$ cat config.mk
export PLATFORM = sky130hd
export DESIGN_NAME = rail2_status_avs_config_regs
export DESIGN_NICKNAME = d
export VERILOG_FILES = /design/src/README_none.v /design/src/rail2_status_avs_config_regs.v /design/src/trim_apply.v
export VERILOG_INCLUDE_DIRS = /design/src
export SDC_FILE = /design/constraint.sdc
export NUM_CORES = 1
export LEC_CHECK = 0
export ABC_AREA = 0
export BUFFER_PORTS_ARGS = -buffer_cell sky130_fd_sc_hd__buf_2
export CAP_MARGIN = 20
export CORE_MARGIN = 2
export CORE_UTILIZATION = 40
export DETAILED_ROUTE_END_ITERATION = 6
export HOLD_SLACK_MARGIN = 0.15
export PLACE_DENSITY_LB_ADDON = 0.12
export SLEW_MARGIN = 0
export SYNTH_ARGS = -nofsm -noshare
export SYNTH_HDL_FRONTEND = slang
export SYNTH_SLANG_ARGS = --single-unit
$ cat constraint.sdc
create_clock -name clk -period 4 [get_ports clk]
set_input_delay 0.8 -clock clk [delete_from_list [all_inputs] [get_ports clk]]
set_output_delay 0.8 -clock clk [all_outputs]
set_load 0.03 [all_outputs]
$ cat src/rail2_regs_defines.vh
// Offsets, fields, reset values and timing of the rail-2 status bank.
`ifndef RAIL2_REGS_DEFINES_VH
`define RAIL2_REGS_DEFINES_VH

// ----------------------------------------
// Command codes
// ----------------------------------------
`define REG_TRIM_C          8'h9B
`define REG_TRIM_D          8'h9D
`define REG_BUS_OPTIONS     8'h9E
`define REG_ADC_ACCUM       8'hA0
`define REG_STORE_STATUS    8'hA1
`define REG_CODE_LOW        8'hA4
`define REG_CODE_HIGH       8'hA5
`define REG_FAULT_FIRST     8'hA6

// ----------------------------------------
// Trim fields
// ----------------------------------------
`define TRIM_W              5
`define TRIM_HI_LSB         10
`define TRIM_MID_LSB        5
`define TRIM_LO_LSB         0
`define TRIM_C_MASK         16'h7FFF
`define TRIM_D_MASK         16'h03FF
`define TRIM_RST            16'h0000

// ----------------------------------------
// Bus options fields
// ----------------------------------------
`define OPT_BLANK_LSB       10
`define OPT_BLANK_W         6
`define OPT_TRANS_SEL       9
`define OPT_WARN_DIS        8
`define OPT_BOTH_SEL        7
`define OPT_EN_DONE         6
`define OPT_EN_OC           5
`define OPT_EN_UV           4
`define OPT_EN_OP           3
`define OPT_EN_OT           2
`define OPT_ROUTE_LSB       0
`define ROUTE_NONE          2'h0
`define ROUTE_ALERT         2'h1
`define ROUTE_HOT           2'h2
`define OPT_RST             16'h0000

// ----------------------------------------
// Accumulator, store status, trackers and faults
// ----------------------------------------
`define ADC_SUM_W           14
`define ADC_SUM_N           5'h10
`define ADC_RDY_BIT         14
`define ST_VERIFY_ERR       6
`define ST_RESTORE_ACT      5
`define ST_WR_FAIL          4
`define ST_STROBE_ACT       3
`define ST_LIVE_BUSY        2
`define ST_BUSY_OUT         1
`define ST_SELECT_IN        0
`define CODE_W              12
`define CODE_LOW_RELOAD     12'h1FF
`define CODE_HIGH_RELOAD    12'h000
`define FLT_SELF_R2         15
`define FLT_SELF_R1         14
`define FLT_INPUT           13
`define FLT_STAGE_R2        11
`define FLT_STAGE_R1        10
`define FLT_TEMP_R2         9
`define FLT_TEMP_R1         8
`define FLT_PH_R2_LSB       4
`define FLT_PH_R1_LSB       0

// ----------------------------------------
// Timing
// ----------------------------------------
`define CLK_PERIOD_NS       20
`define BLANK_LSB_NS        3375000
`define BLANK_LSB_CYCLES    ((`BLANK_LSB_NS + `CLK_PERIOD_NS - 1) / `CLK_PERIOD_NS)

`endif

$ cat src/README_none.v
`timescale 1ns/1ps

$ cat src/rail2_status_avs_config_regs.v
// Rail-1 and rail-2 phase offset trims, adaptive bus options, ADC accumulator, store status, code trackers and first fault word.
`timescale 1ns/1ps
`default_nettype none
`include "rail2_regs_defines.vh"

// What this block does
// Reserved bits read zero; writes to them are dropped.
// Trims are five-bit signed fields at 14:10, 9:5, 4:0.
// Shared trim applies to rail-1 phase or rail-2 phase by assignment.
// Fourth trim word: 15:10 reserved, 9:5 trims phase twelve only.
// Options 15:10 set power alert release blanking, 3.375 ms per step.
// Bit 9 adds response frames when transition done is set.
// Bit 8 clear sends frames on warning changes under host code control.
// Bit 7 chooses either-rail or both-rail settling for the frame.
// Bits 6..2 unmask done, current, voltage, power, temperature triggers.
// Bits 1:0 choose which pins carry the adaptive bus lines.
// Accumulate command sums sixteen ADC results, then sets ready bit 14.
// Verify error set on mismatch, cleared by a new verify command.
// Bit 5 high while a store or restore runs.
// Write failure set on failed store, cleared by next store command.
// Bits 3, 1, 0 show strobe active, store busy, store select.
// Bit 2 shows the store live busy state to the host.
// Low tracker keeps lowest code, reloads 0x01FF on set-code command.
// High tracker keeps highest code, reloads zero on set-code command.
// Input fault: live current warning or latched power fault by source.
// Bits 11,10 power-stage faults; bits 9,8 temperature alone.
// Bits 15,14 show modulator self faults on rail 2 and rail 1.
// Fault phase codes: rail 2 at 6:4, rail 1 at 3:0.
// Trim code scales to current by 12.8/1023 over gain and resistor.
// Writes to read-only words change nothing, except a write to 0xA0, which restarts the accumulator.
// Trims are added to the sense values before later use.

module rail2_status_avs_config_regs #(
    parameter SENSE_W          = 10,
    parameter ADC_W            = 10,
    parameter BLANK_LSB_CYCLES = `BLANK_LSB_CYCLES
) (
    input  wire                 clk,
    input  wire                 rst,
    input  wire [7:0]           cmd_code,
    input  wire                 cmd_wr,
    input  wire [15:0]          cmd_wdata,
    input  wire                 cmd_rd,
    output reg  [15:0]          rd_data_q,
    output reg                  rd_valid_q,
    input  wire [5*SENSE_W-1:0] rail1_sense_raw,
    input  wire [4*SENSE_W-1:0] rail2_sense_raw,
    input  wire [3:0]           phase_on_rail2,
    output wire [5*SENSE_W-1:0] rail1_sense_trimmed,
    output wire [4*SENSE_W-1:0] rail2_sense_trimmed,
    input  wire                 power_alert_req,
    output reg                  input_power_alert_out_n,
    input  wire                 avs_mode,
    input  wire                 override_mode,
    input  wire                 code_from_host,
    input  wire                 dvid_active,
    input  wire                 get_status,
    input  wire                 transition_done_flag,
    input  wire                 rail1_settled,
    input  wire                 rail2_settled,
    input  wire                 overcurrent_warning,
    input  wire                 undervoltage_warning,
    input  wire                 overpower_warning,
    input  wire                 overtemp_warning,
    output reg                  status_frame_req_q,
    input  wire                 sclk_pin,
    input  wire                 sdio_pin,
    input  wire                 avs_clk_pin,
    input  wire                 avs_mosi_pin,
    input  wire                 avs_miso_data,
    input  wire                 hot_alert_req,
    input  wire                 alert_req,
    output wire                 hot_alert_pin_o,
    output reg                  hot_alert_pin_oe_n,
    output wire                 alert_pin_o,
    output reg                  alert_pin_oe_n,
    output reg                  avs_miso_pin_q,
    output reg                  avs_clk_q,
    output reg                  avs_mosi_q,
    input  wire [ADC_W-1:0]     adc_data,
    input  wire                 adc_valid,
    input  wire                 verify_begin_command,
    input  wire                 verify_mismatch,
    input  wire                 store_command,
    input  wire                 store_write_fail,
    input  wire                 store_restore_active,
    input  wire                 store_strobe_active,
    input  wire                 store_live_busy,
    input  wire                 store_busy_out,
    input  wire                 store_select_in,
    input  wire                 set_code_cmd,
    input  wire [11:0]          voltage_code,
    input  wire                 voltage_code_valid,
    input  wire                 input_protection_source,
    input  wire                 clear_faults,
    input  wire                 iin_above_warn_pin,
    input  wire                 pin_above_fault_pin,
    input  wire                 rail2_temp_sense_pin,
    input  wire                 rail1_temp_sense_pin,
    input  wire                 rail2_cs_low_pin,
    input  wire                 rail1_cs_low_pin,
    input  wire                 rail2_modulator_self_fault,
    input  wire                 rail1_modulator_self_fault,
    input  wire [2:0]           rail2_sense_fault_phase,
    input  wire [3:0]           rail1_sense_fault_phase
);

    // ----------------------------------------
    // Pin synchronisers
    // ----------------------------------------
    reg  [9:0] pin_meta_q;
    reg  [9:0] pin_sync_q;

    always @(posedge clk) begin
        if (rst) begin
            pin_meta_q <= 10'h000;
            pin_sync_q <= 10'h000;
        end else begin
            pin_meta_q <= {avs_mosi_pin, avs_clk_pin, sdio_pin, sclk_pin, rail1_cs_low_pin, rail2_cs_low_pin,
                           rail1_temp_sense_pin, rail2_temp_sense_pin, pin_above_fault_pin, iin_above_warn_pin};
            pin_sync_q <= pin_meta_q;
        end
    end

    wire iin_warn_s  = pin_sync_q[0];
    wire pin_fault_s = pin_sync_q[1];
    wire temp2_s     = pin_sync_q[2];
    wire temp1_s     = pin_sync_q[3];
    wire cs2_low_s   = pin_sync_q[4];
    wire cs1_low_s   = pin_sync_q[5];
    wire sclk_s      = pin_sync_q[6];
    wire sdio_s      = pin_sync_q[7];
    wire avs_clk_s   = pin_sync_q[8];
    wire avs_mosi_s  = pin_sync_q[9];

    // ----------------------------------------
    // Writable registers
    // ----------------------------------------
    reg  [15:0] trim_c_q;
    reg  [15:0] trim_d_q;
    reg  [15:0] options_q;

    always @(posedge clk) begin
        if (rst) begin
            trim_c_q  <= `TRIM_RST;
            trim_d_q  <= `TRIM_RST;
            options_q <= `OPT_RST;
        end else if (cmd_wr) begin
            case (cmd_code)
                `REG_TRIM_C:      trim_c_q  <= cmd_wdata & `TRIM_C_MASK;
                `REG_TRIM_D:      trim_d_q  <= cmd_wdata & `TRIM_D_MASK;
                `REG_BUS_OPTIONS: options_q <= cmd_wdata;
                default:          trim_c_q  <= trim_c_q;
            endcase
        end
    end

    // ------------------------------------------------------------------------
    // Trim application
    // ------------------------------------------------------------------------
    // Field k: 0..2 from the third word, 3..4 from the fourth word.
    wire [24:0] trim_fields = {trim_d_q[`TRIM_MID_LSB +: `TRIM_W], trim_d_q[`TRIM_LO_LSB +: `TRIM_W],
                               trim_c_q[`TRIM_HI_LSB +: `TRIM_W], trim_c_q[`TRIM_MID_LSB +: `TRIM_W],
                               trim_c_q[`TRIM_LO_LSB +: `TRIM_W]};
    wire [4:0]  on_rail2 = {1'b0, phase_on_rail2};

    genvar k;
    generate
        for (k = 0; k < 5; k = k + 1) begin : g_rail1
            trim_apply #(.SENSE_W(SENSE_W)) u_trim (
                .clk         (clk),
                .rst         (rst),
                .sense       (rail1_sense_raw[k*SENSE_W +: SENSE_W]),
                .trim        (on_rail2[k] ? 5'h00 : trim_fields[k*5 +: 5]),
                .corrected_q (rail1_sense_trimmed[k*SENSE_W +: SENSE_W])
            );
        end
        for (k = 0; k < 4; k = k + 1) begin : g_rail2
            trim_apply #(.SENSE_W(SENSE_W)) u_trim (
                .clk         (clk),
                .rst         (rst),
                .sense       (rail2_sense_raw[k*SENSE_W +: SENSE_W]),
                .trim        (on_rail2[k] ? trim_fields[k*5 +: 5] : 5'h00),
                .corrected_q (rail2_sense_trimmed[k*SENSE_W +: SENSE_W])
            );
        end
    endgenerate

    // ------------------------------------------------------------------------
    // Power alert release blanking
    // ------------------------------------------------------------------------
    reg  [17:0] blank_pre_q;
    reg  [5:0]  blank_cnt_q;
    wire [5:0]  blank_len = options_q[`OPT_BLANK_LSB +: `OPT_BLANK_W];

    always @(posedge clk) begin
        if (rst) begin
            input_power_alert_out_n <= 1'b1;
            blank_pre_q             <= 18'h00000;
            blank_cnt_q             <= 6'h00;
        end else if (power_alert_req) begin
            input_power_alert_out_n <= 1'b0;
            blank_pre_q             <= 18'h00000;
            blank_cnt_q             <= 6'h00;
        end else if (!input_power_alert_out_n) begin
            if (blank_cnt_q >= blank_len) begin
                input_power_alert_out_n <= 1'b1;
            end else if (blank_pre_q == BLANK_LSB_CYCLES[17:0] - 18'h00001) begin
                blank_pre_q <= 18'h00000;
                blank_cnt_q <= blank_cnt_q + 6'h01;
            end else begin
                blank_pre_q <= blank_pre_q + 18'h00001;
            end
        end
    end

    // ------------------------------------------------------------------------
    // Status response frame triggers
    // ------------------------------------------------------------------------
    reg  [3:0] warn_prev_q;
    reg        done_prev_q;
    reg        settle_prev_q;
    wire [3:0] warn_now = {overcurrent_warning, undervoltage_warning, overpower_warning, overtemp_warning};
    wire [3:0] warn_en  = options_q[`OPT_EN_OT +: 4];
    wire       settle_now = options_q[`OPT_BOTH_SEL] ? (rail1_settled & rail2_settled)
                                                     : (rail1_settled | rail2_settled);
    wire       settle_evt = override_mode & settle_now & ~settle_prev_q & options_q[`OPT_EN_DONE];
    wire       done_evt   = dvid_active & options_q[`OPT_TRANS_SEL] & options_q[`OPT_EN_DONE]
                            & transition_done_flag & ~done_prev_q;
    wire       warn_evt   = avs_mode & code_from_host & ~options_q[`OPT_WARN_DIS]
                            & (|((warn_now ^ warn_prev_q) & warn_en));

    always @(posedge clk) begin
        if (rst) begin
            warn_prev_q        <= 4'h0;
            done_prev_q        <= 1'b0;
            settle_prev_q      <= 1'b0;
            status_frame_req_q <= 1'b0;
        end else begin
            warn_prev_q        <= warn_now;
            done_prev_q        <= transition_done_flag;
            settle_prev_q      <= settle_now;
            status_frame_req_q <= get_status | done_evt | settle_evt | warn_evt;
        end
    end

    // ------------------------------------------------------------------------
    // Adaptive bus pin routing
    // ------------------------------------------------------------------------
    wire [1:0] route = options_q[`OPT_ROUTE_LSB +: 2];
    wire       routed = override_mode & ((route == `ROUTE_HOT) | (route == `ROUTE_ALERT));

    assign hot_alert_pin_o = 1'b0;
    assign alert_pin_o     = 1'b0;

    always @(posedge clk) begin
        if (rst) begin
            hot_alert_pin_oe_n <= 1'b1;
            alert_pin_oe_n     <= 1'b1;
            avs_miso_pin_q     <= 1'b1;
            avs_clk_q          <= 1'b0;
            avs_mosi_q         <= 1'b0;
        end else begin
            hot_alert_pin_oe_n <= (override_mode && route == `ROUTE_HOT) ? avs_miso_data : ~hot_alert_req;
            alert_pin_oe_n     <= (override_mode && route == `ROUTE_ALERT) ? avs_miso_data : ~alert_req;
            avs_miso_pin_q     <= routed ? 1'b1 : avs_miso_data;
            avs_clk_q          <= routed ? sclk_s : avs_clk_s;
            avs_mosi_q         <= routed ? sdio_s : avs_mosi_s;
        end
    end

    // ------------------------------------------------------------------------
    // ADC accumulator
    // ------------------------------------------------------------------------
    reg  [`ADC_SUM_W-1:0] acc_q;
    reg  [4:0]            acc_cnt_q;
    reg                   acc_run_q;
    reg                   acc_rdy_q;
    wire                  acc_start = (cmd_wr | cmd_rd) & (cmd_code == `REG_ADC_ACCUM);
    wire [`ADC_SUM_W-1:0] acc_sum = acc_q + {{(`ADC_SUM_W-ADC_W){1'b0}}, adc_data};

    always @(posedge clk) begin
        if (rst) begin
            acc_q     <= {`ADC_SUM_W{1'b0}};
            acc_cnt_q <= 5'h00;
            acc_run_q <= 1'b0;
            acc_rdy_q <= 1'b0;
        end else if (acc_start) begin
            acc_q     <= {`ADC_SUM_W{1'b0}};
            acc_cnt_q <= 5'h00;
            acc_run_q <= 1'b1;
            acc_rdy_q <= 1'b0;
        end else if (acc_run_q && adc_valid) begin
            acc_q     <= acc_sum;
            acc_cnt_q <= acc_cnt_q + 5'h01;
            if (acc_cnt_q == `ADC_SUM_N - 5'h01) begin
                acc_run_q <= 1'b0;
                acc_rdy_q <= 1'b1;
            end
        end
    end

    // ------------------------------------------------------------------------
    // Store status flags
    // ------------------------------------------------------------------------
    reg verify_err_q;
    reg wr_fail_q;

    always @(posedge clk) begin
        if (rst) begin
            verify_err_q <= 1'b0;
            wr_fail_q    <= 1'b0;
        end else begin
            verify_err_q <= verify_mismatch | (verify_err_q & ~verify_begin_command);
            wr_fail_q    <= store_write_fail | (wr_fail_q & ~store_command);
        end
    end

    wire [15:0] store_word = {9'h000, verify_err_q, store_restore_active, wr_fail_q, store_strobe_active,
                              store_live_busy, store_busy_out, store_select_in};

    // ------------------------------------------------------------------------
    // Output code trackers
    // ------------------------------------------------------------------------
    reg  [`CODE_W-1:0] code_low_q;
    reg  [`CODE_W-1:0] code_high_q;

    always @(posedge clk) begin
        if (rst) begin
            code_low_q  <= `CODE_LOW_RELOAD;
            code_high_q <= `CODE_HIGH_RELOAD;
        end else if (set_code_cmd) begin
            code_low_q  <= `CODE_LOW_RELOAD;
            code_high_q <= `CODE_HIGH_RELOAD;
        end else if (voltage_code_valid) begin
            if (voltage_code < code_low_q) begin
                code_low_q <= voltage_code;
            end
            if (voltage_code > code_high_q) begin
                code_high_q <= voltage_code;
            end
        end
    end

    // ------------------------------------------------------------------------
    // First fault word
    // ------------------------------------------------------------------------
    reg input_latch_q;

    always @(posedge clk) begin
        if (rst) begin
            input_latch_q <= 1'b0;
        end else begin
            input_latch_q <= (~input_protection_source & pin_fault_s) | (input_latch_q & ~clear_faults);
        end
    end

    wire input_fault_flag = input_protection_source ? iin_warn_s : input_latch_q;
    wire [2:0] ph2_code = (rail2_sense_fault_phase == 3'h7) ? 3'h0 : rail2_sense_fault_phase;
    wire [3:0] ph1_code = (rail1_sense_fault_phase > 4'hC) ? 4'h0 : rail1_sense_fault_phase;
    wire [15:0] fault_word = {rail2_modulator_self_fault, rail1_modulator_self_fault, input_fault_flag, 1'b0,
                              temp2_s | cs2_low_s, temp1_s | cs1_low_s, temp2_s, temp1_s,
                              1'b0, ph2_code, ph1_code};

    // ----------------------------------------
    // Read path
    // ----------------------------------------
    always @(posedge clk) begin
        if (rst) begin
            rd_data_q  <= 16'h0000;
            rd_valid_q <= 1'b0;
        end else begin
            rd_valid_q <= cmd_rd;
            if (cmd_rd) begin
                case (cmd_code)
                    `REG_TRIM_C:       rd_data_q <= trim_c_q;
                    `REG_TRIM_D:       rd_data_q <= trim_d_q;
                    `REG_BUS_OPTIONS:  rd_data_q <= options_q;
                    `REG_ADC_ACCUM:    rd_data_q <= {1'b0, acc_rdy_q, acc_q};
                    `REG_STORE_STATUS: rd_data_q <= store_word;
                    `REG_CODE_LOW:     rd_data_q <= {4'h0, code_low_q};
                    `REG_CODE_HIGH:    rd_data_q <= {4'h0, code_high_q};
                    `REG_FAULT_FIRST:  rd_data_q <= fault_word;
                    default:           rd_data_q <= 16'h0000;
                endcase
            end
        end
    end

endmodule

`default_nettype wire

$ cat src/trim_apply.v
// Adds a signed five-bit trim to one digitised phase current-sense value, with saturation.
`timescale 1ns/1ps
`default_nettype none

module trim_apply #(
    parameter SENSE_W = 10
) (
    input  wire               clk,
    input  wire               rst,
    input  wire [SENSE_W-1:0] sense,
    input  wire [4:0]         trim,
    output reg  [SENSE_W-1:0] corrected_q
);

    wire signed [SENSE_W+1:0] sum_w;

    assign sum_w = $signed({2'b00, sense}) + $signed({{(SENSE_W-3){trim[4]}}, trim});

    always @(posedge clk) begin
        if (rst) begin
            corrected_q <= {SENSE_W{1'b0}};
        end else if (sum_w[SENSE_W+1]) begin
            corrected_q <= {SENSE_W{1'b0}};
        end else if (sum_w[SENSE_W]) begin
            corrected_q <= {SENSE_W{1'b1}};
        end else begin
            corrected_q <= sum_w[SENSE_W-1:0];
        end
    end

endmodule

`default_nettype wire
# == Yosys cells after proc, flatten, opt, wreduce, memory -nomap -nowiden ==
# Cells that the tools add are included.
# op_classes
add_sub_neg,13
bitwise_logic,41
n_reduce_logical,28
magnitude_cmp,4
eq_ne,13
mux,33
# ops
op,count
$pmux 16 s8,1
$add 11x5->12,9
$mux 10,9
$eq 8x8->1 const B,8
$mux 5,8
$reduce_or 2->1,13
$add 18x1->18 const B,1
$eq 18x18->1 const B,1
$mux 18,1
$and 1x1->1,17
$reduce_and 2->1,8
$add 14x10->14,1
$gt 12x12->1,1
$lt 12x12->1,1
$mux 1,12
$not 1->1,11
$or 1x1->1,11
$add 6x1->6 const B,1
$ge 6x6->1,1
$add 5x1->5 const B,1
$eq 5x4->1 const B,1
$and 4x4->4,1
$gt 4x4->1 const B,1
$mux 4,1
other kinds (9),12
# word_totals
regBits,253
out_inout_bits,116
elab_cells,169

# == Logic depth before layout (Yosys ltp) ==
# logic_depth
depth_word,7
mapped_depth,11
depth_no_buf,9

# == Hierarchy ==
# From an unflattened synthesis, not the netlist that was laid out.
# unflattened
cells_unflattened,1750
hier_area_um2,15433.6
# by_module_without_submodules
mod,instances,area_per_inst_um2,cells_per_inst
rail2_status_avs_config_regs,1,8162.8,972
trim_apply at g_rail1[0].u_trim ...,5,814.5,86
trim_apply at g_rail2[0].u_trim ...,4,799.5,87

# == Least setup slack after synthesis ==
# No wires, ideal clock.
# synth_timing
path_type,input port to flip-flop
startpoint,input port phase_on_rail2[1]
endpoint,register g_rail2[1].u_trim.corrected_q[9]
path_buffers,1
t_required_ns,3.849
stages,9
setup_time_ns,0.151
t_arrival_ns,3.003
setup_slack_ns,0.846
cell_sequence,clkbuf_1 -> and2_1 -> ha_1 -> fa_1 -> a21o_1 -> a21oi_1 -> nor2_1 -> a32oi_1 -> a211oi_1
# synth_via
elab_chain_cells,3
# synth_lines
element,line,text
from (decl),rail2_status_avs_config_regs.v:48,"input wire [3:0] phase_on_rail2,"
$mux 5 (*),rail2_status_avs_config_regs.v:183,".trim (on_rail2[k] ? trim_fields[k*5 +: 5] : 5'h00),"
$add 11x5->12 (*),trim_apply.v:17,"assign sum_w = $signed({2'b00, sense}) + $signed({{(SENSE_W-3){trim[4]}}, trim});"
$mux 10 or $reduce_or 2->1 (tied branches),n/a,
to (signal assigned),trim_apply.v:23,corrected_q <= {SENSE_W{1'b0}};
to (signal assigned),trim_apply.v:25,corrected_q <= {SENSE_W{1'b1}};
to (signal assigned),trim_apply.v:27,corrected_q <= sum_w[SENSE_W-1:0];
to (decl),trim_apply.v:12,output reg [SENSE_W-1:0] corrected_q
# Mark *: on every way between the ends. The rest lies on a longest branch, timed or not.
# A chain may end at the register's enable or synchronous reset.

# == Worst setup path after layout ==
# layout_timing
startpoint,register trim_d_q[0]
endpoint,register g_rail1[3].u_trim.corrected_q[9]
# layout_via
elab_chain_cells,3
# layout_lines
element,line,text
from (decl),rail2_status_avs_config_regs.v:140,reg [15:0] trim_d_q;
from (signal assigned),rail2_status_avs_config_regs.v:146,trim_d_q <= `TRIM_RST;
from (signal assigned),rail2_status_avs_config_regs.v:151,`REG_TRIM_D: trim_d_q <= cmd_wdata & `TRIM_D_MASK;
$mux 5 (*),rail2_status_avs_config_regs.v:174,".trim (on_rail2[k] ? 5'h00 : trim_fields[k*5 +: 5]),"
$add 11x5->12 (*),trim_apply.v:17,
$mux 10 or $reduce_or 2->1 (tied branches),n/a,
to (signal assigned),trim_apply.v:23,
to (signal assigned),trim_apply.v:25,
to (signal assigned),trim_apply.v:27,
to (decl),trim_apply.v:12,
# Marks and branches as above.

==> metrics list <==
* Outcome: finished, final reports clean
- Routing usage on met3: under 10%
* Crit-path slowest cell: sky130_fd_sc_hd__a31oi_1
- Pin placement for this block handled just over 300 I/O pins.
* Clock transition at the registers of the reported paths: 0.06 ns
- In the post-synthesis netlist, the biggest area contributors are sky130_fd_sc_hd__dfxtp_1 36%, sky130_fd_sc_hd__ha_1 8.0%, sky130_fd_sc_hd__a21oi_1 7.8%, sky130_fd_sc_hd__nand2_1 4.5%, sky130_fd_sc_hd__mux2i_1 3.2%.
- Global routing used roughly 23% of the available tracks.
- Stage delay of the slowest cell on the critical path: about 0.6 ns
* Length of the first detailed-routing pass in iterations: 5
- Max-cap violations in this run came to 0.
* Required time of the critical path: 4.38 ns
* Worst vdd rail ir drop: ~330 uV
- Buffers inserted during post-CTS setup optimization: 0
- CP Cell Sequence: nor2b_1 -> ha_1 -> fa_1 -> a21o_1 -> a21oi_1 -> nor3_1 -> a31oi_1 -> a211oi_1
* Total wire length after detailed routing: ~43,000 um
- Starting Density: 40.4%
* Number of pins with negative max-slew slack in the final report: 0
- Number of buffers inserted for hold repair after clock tree synthesis: 0
- Of all nets on the critical path, the largest fanout is 9.
- Period Utilization, post-route: between 70% and 80%
- Start point of the critical path: trim_d_q[0]
- Across the routed clock network, the largest skew measured is between 0.01 and 0.015 ns.
- In this run, synthesis inferred 0 flip-flops with an integrated enable.
- In the routed design, unresolved DRC markers number 0.
- Starting DRC count in detailed routing: between 700 and 800
- For met1 alone, demand over resource in global routing was a little under a third.
- Worst Setup EP: g_rail1[3].u_trim.corrected_q[9]
* R2R Setup Slk: about 1.2 ns
- Each instance of the synthesized netlist takes up on average 8.37 sq um.
- Measured in cells, the most critical reg-to-reg path has a length of 8.
* Leakage: a little over 7 nW
* Remaining number of nets flagged by the antenna check after routing: 0
- Placeable core area: around 0.034 sq mm
- At the pin with the least slew margin, the transition time is 1.02 ns.
* TritonCTS clock tree: yes
* Pin count of the biggest net entering global routing: 86
- For this run the aggregate overflow at the end of global routing stands at 0.
- Of all flip-flops after synthesis, the portion carrying an async set or reset was 0%.
* Avg Vias per Cell: between 5 and 6
- Of the cells placed in the final design, the portion with a size suffix greater than 1 is between 10% and 20%.
* Placed Instances: around 2,400
- CP Buf/Inv Count: 0
- For this design the ratio of total power to cell area is around 360 mW/mm^2.
- Maximum level of the CTS H-tree: 1
- The critical path runs through a total of 8 cells.
- RR Endpoint: g_rail1[3].u_trim.corrected_q[9]
* Yosys reg bits: approximately 250
- Of the post-synthesis cell area, the dominant cell type holds a little over a third.
- The initialized floorplan defines between 60 and 70 standard-cell rows.
* Number of antenna violations at the first check in global routing: 6
- Worst-case headroom to the max-slew limit: 32.3%
- Final-report setup violation count: 0
- The worst path meets setup with roughly 1.2 ns of slack.
- Die X-Extent: between 150 and 200 um
- Area of the mapped netlist: between 0.01 and 0.015 sq mm
* Relative area change from synthesis to final layout: 21.4%
- Die area: between 0.03 and 0.04 sq mm
- Gate count of the mapped netlist: between 1,500 and 2,000
- Post-cts resize count: 0
- Minimum clock period after layout: 2.85 ns
- Number of failing hold endpoints at the final stage: 0
* Launch point of the worst reg-to-reg path: trim_d_q[0]
- Endpoint kind of the worst setup timing path: flip-flop
* Main flop type after synthesis: sky130_fd_sc_hd__dfxtp_1
- Arrival time of the worst setup path: roughly 3.2 ns
- The via count of the first global-routing pass came to about 12,000.
- TritonCTS Sinks: approximately 250
- In the global route stage, met2 resource usage came out at a little under two fifths.
* Total vias in the final route: ~13,000
- Unrepaired setup endpoints after global routing: no
- Root cell of the clock tree: sky130_fd_sc_hd__clkbuf_16
- Avg WL per Cell: approximately 18 um
- Buffers placed on the I/O ports in this run total roughly 310.
- The cell family contributing the most delay on the critical path is compound AO/OA/AOI/OAI gates.
- Nature of the critical path startpoint: flip-flop
- Number of warnings issued by yosys: 0
* Worst Hold Class: flip-flop to flip-flop
* Clock Tree Buf Depth: 3
- Total CTS buffers: 29
- The biggest area contributor in the post-synthesis netlist is sky130_fd_sc_hd__dfxtp_1.
* Most common cell after layout, fill and taps aside: sky130_fd_sc_hd__buf_2
- The layer flagged by global routing as most heavily used is met2.
* Highest clock frequency the design can meet: ~350 MHz
- Final net count: about 2,200
- Fill cells in the final layout number about 3,400.
* Setup_tns: 0 ns
- Post-DP HPWL: ~33,000 um
- The clock reaches the later pin of the worst-skew pair after 0.55 ns.
* Distinct cell type count after synthesis: between 70 and 80
- Worst setup path class: flip-flop to flip-flop
- OpenSTA, run right after detailed placement, puts the worst setup slack at around 0.66 ns.
- Share of synthesized area occupied by flip-flops and latches: about 36%
* Y dimension of the die: between 150 and 200 um
- Number of non-filler instances in the completed layout: about 2,400
- Commonest cells after routing, fill and taps aside: 305 x sky130_fd_sc_hd__buf_2, 253 x sky130_fd_sc_hd__dfxtp_1, 217 x sky130_fd_sc_hd__a21oi_1, 166 x sky130_fd_sc_hd__nand2_1, 113 x sky130_fd_sc_hd__nor2_1
- Routability congestion estimate: 0.908
- Wire length of the first global-routing pass: roughly 67,000 um
## kinds of logic after synthesis
logic type,count (synthesis),share of synthesized area [%]
XOR/XNOR,79,4.98
multiplexers,49,3.66
buffers and inverters,132,3.63
flip-flops,253,36.5
adder cells (fa/ha/maj),99,9.46
AO/OA/AOI/OAI,478,21.3
AND/OR/NAND/NOR,568,20.5
other,1,0.0270
## power by group
part	switching [mW]	internal, mW	leakage, nW	total [mW]
logic	0.430	0.243	4.66	0.673
registers	0.0279	2.60	2.07	2.62
clock network	1.11	1.60	0.475	2.71
## flip-flops by register name (all words and copies together), names as in the netlist, 14 cells and up
signal and cells:
acc_q 14, options_q 16, rd_data_q 16, blank_pre_q 18, g_rail1.u_trim.corrected_q 50, trim_c_q 15, g_rail2.u_trim.corrected_q 40
## per-stage QoR
| step | instance area [sq um] | utilization (%) | hold WS (ns) | power (mW) |
|---|---|---|---|---|
| finish | 16900 | 49.0 | 0.436 | 6.00 |
| global route | 16900 | 49.0 | 0.451 | 6.24 |
| global placement | 15900 | 46.2 | 0.424 | 3.34 |
| CTS | 16800 | 49.0 | 0.437 | 6.07 |
| detailed placement | 15900 | 46.2 | 0.423 | 3.35 |
| floorplan | 13900 | - | 0.414 | 3.06 |
## worst min path at each step
stage | start | endpoint | cells after the start
2_1_floorplan | pin_meta_q[0] | pin_sync_q[0] | 1
3_3_place_gp | pin_meta_q[9] | pin_sync_q[9] | 1
3_5_place_dp | pin_meta_q[6] | pin_sync_q[6] | 1
4_1_cts | pin_meta_q[6] | pin_sync_q[6] | 1
5_1_grt | avs_clk_pin | pin_meta_q[8] | 2
6_report | pin_meta_q[6] | pin_sync_q[6] | 1
## area by class of cell
class	instances	area (sq um)	share of cell area (%)
multi-input combinational	1275	8320	49.3
sequential	253	5060	30.0
timing repair buffer	324	1670	9.92
clock buffer	38	800	4.74
tap	455	569	3.38
inverter	68	255	1.51
clock inverter	15	163	0.965
antenna	6	15.0	0.0891
## cells in the mapped netlist, types with 7 or more instances
cell	n
sky130_fd_sc_hd__nor4_1	11
sky130_fd_sc_hd__and3_1	18
sky130_fd_sc_hd__mux2i_1	44
sky130_fd_sc_hd__nand2b_1	16
sky130_fd_sc_hd__buf_1	7
sky130_fd_sc_hd__or2_2	7
sky130_fd_sc_hd__ha_1	89
sky130_fd_sc_hd__nor3_1	21
sky130_fd_sc_hd__o21ai_0	63
sky130_fd_sc_hd__inv_1	67
sky130_fd_sc_hd__nor2_1	113
sky130_fd_sc_hd__a22o_1	11
sky130_fd_sc_hd__xor2_1	35
sky130_fd_sc_hd__nand2_1	166
sky130_fd_sc_hd__and2_1	27
sky130_fd_sc_hd__o41ai_1	7
sky130_fd_sc_hd__a21oi_1	217
sky130_fd_sc_hd__fa_1	10
sky130_fd_sc_hd__a21o_1	30
sky130_fd_sc_hd__a31oi_1	12
sky130_fd_sc_hd__and4_1	7
sky130_fd_sc_hd__dfxtp_1	253
sky130_fd_sc_hd__nor2b_1	56
sky130_fd_sc_hd__xnor2_1	44
sky130_fd_sc_hd__or3_1	15
sky130_fd_sc_hd__nand3_1	56
sky130_fd_sc_hd__nand4_1	21
sky130_fd_sc_hd__or4_1	8
sky130_fd_sc_hd__a211oi_1	32
sky130_fd_sc_hd__a22oi_1	12
sky130_fd_sc_hd__nor3b_1	7
sky130_fd_sc_hd__o31ai_1	9
sky130_fd_sc_hd__o211ai_1	10
sky130_fd_sc_hd__clkbuf_1	54
## layer usage
metal  vias to the layer above  wire length (um)
li1                       6559                 -
met1                      6176             19200
met2                       418             19500
met3                        72              3010
met4                         2              1290
met5                         -                13
No activity file was read; power rests on OpenSTA's default activity.
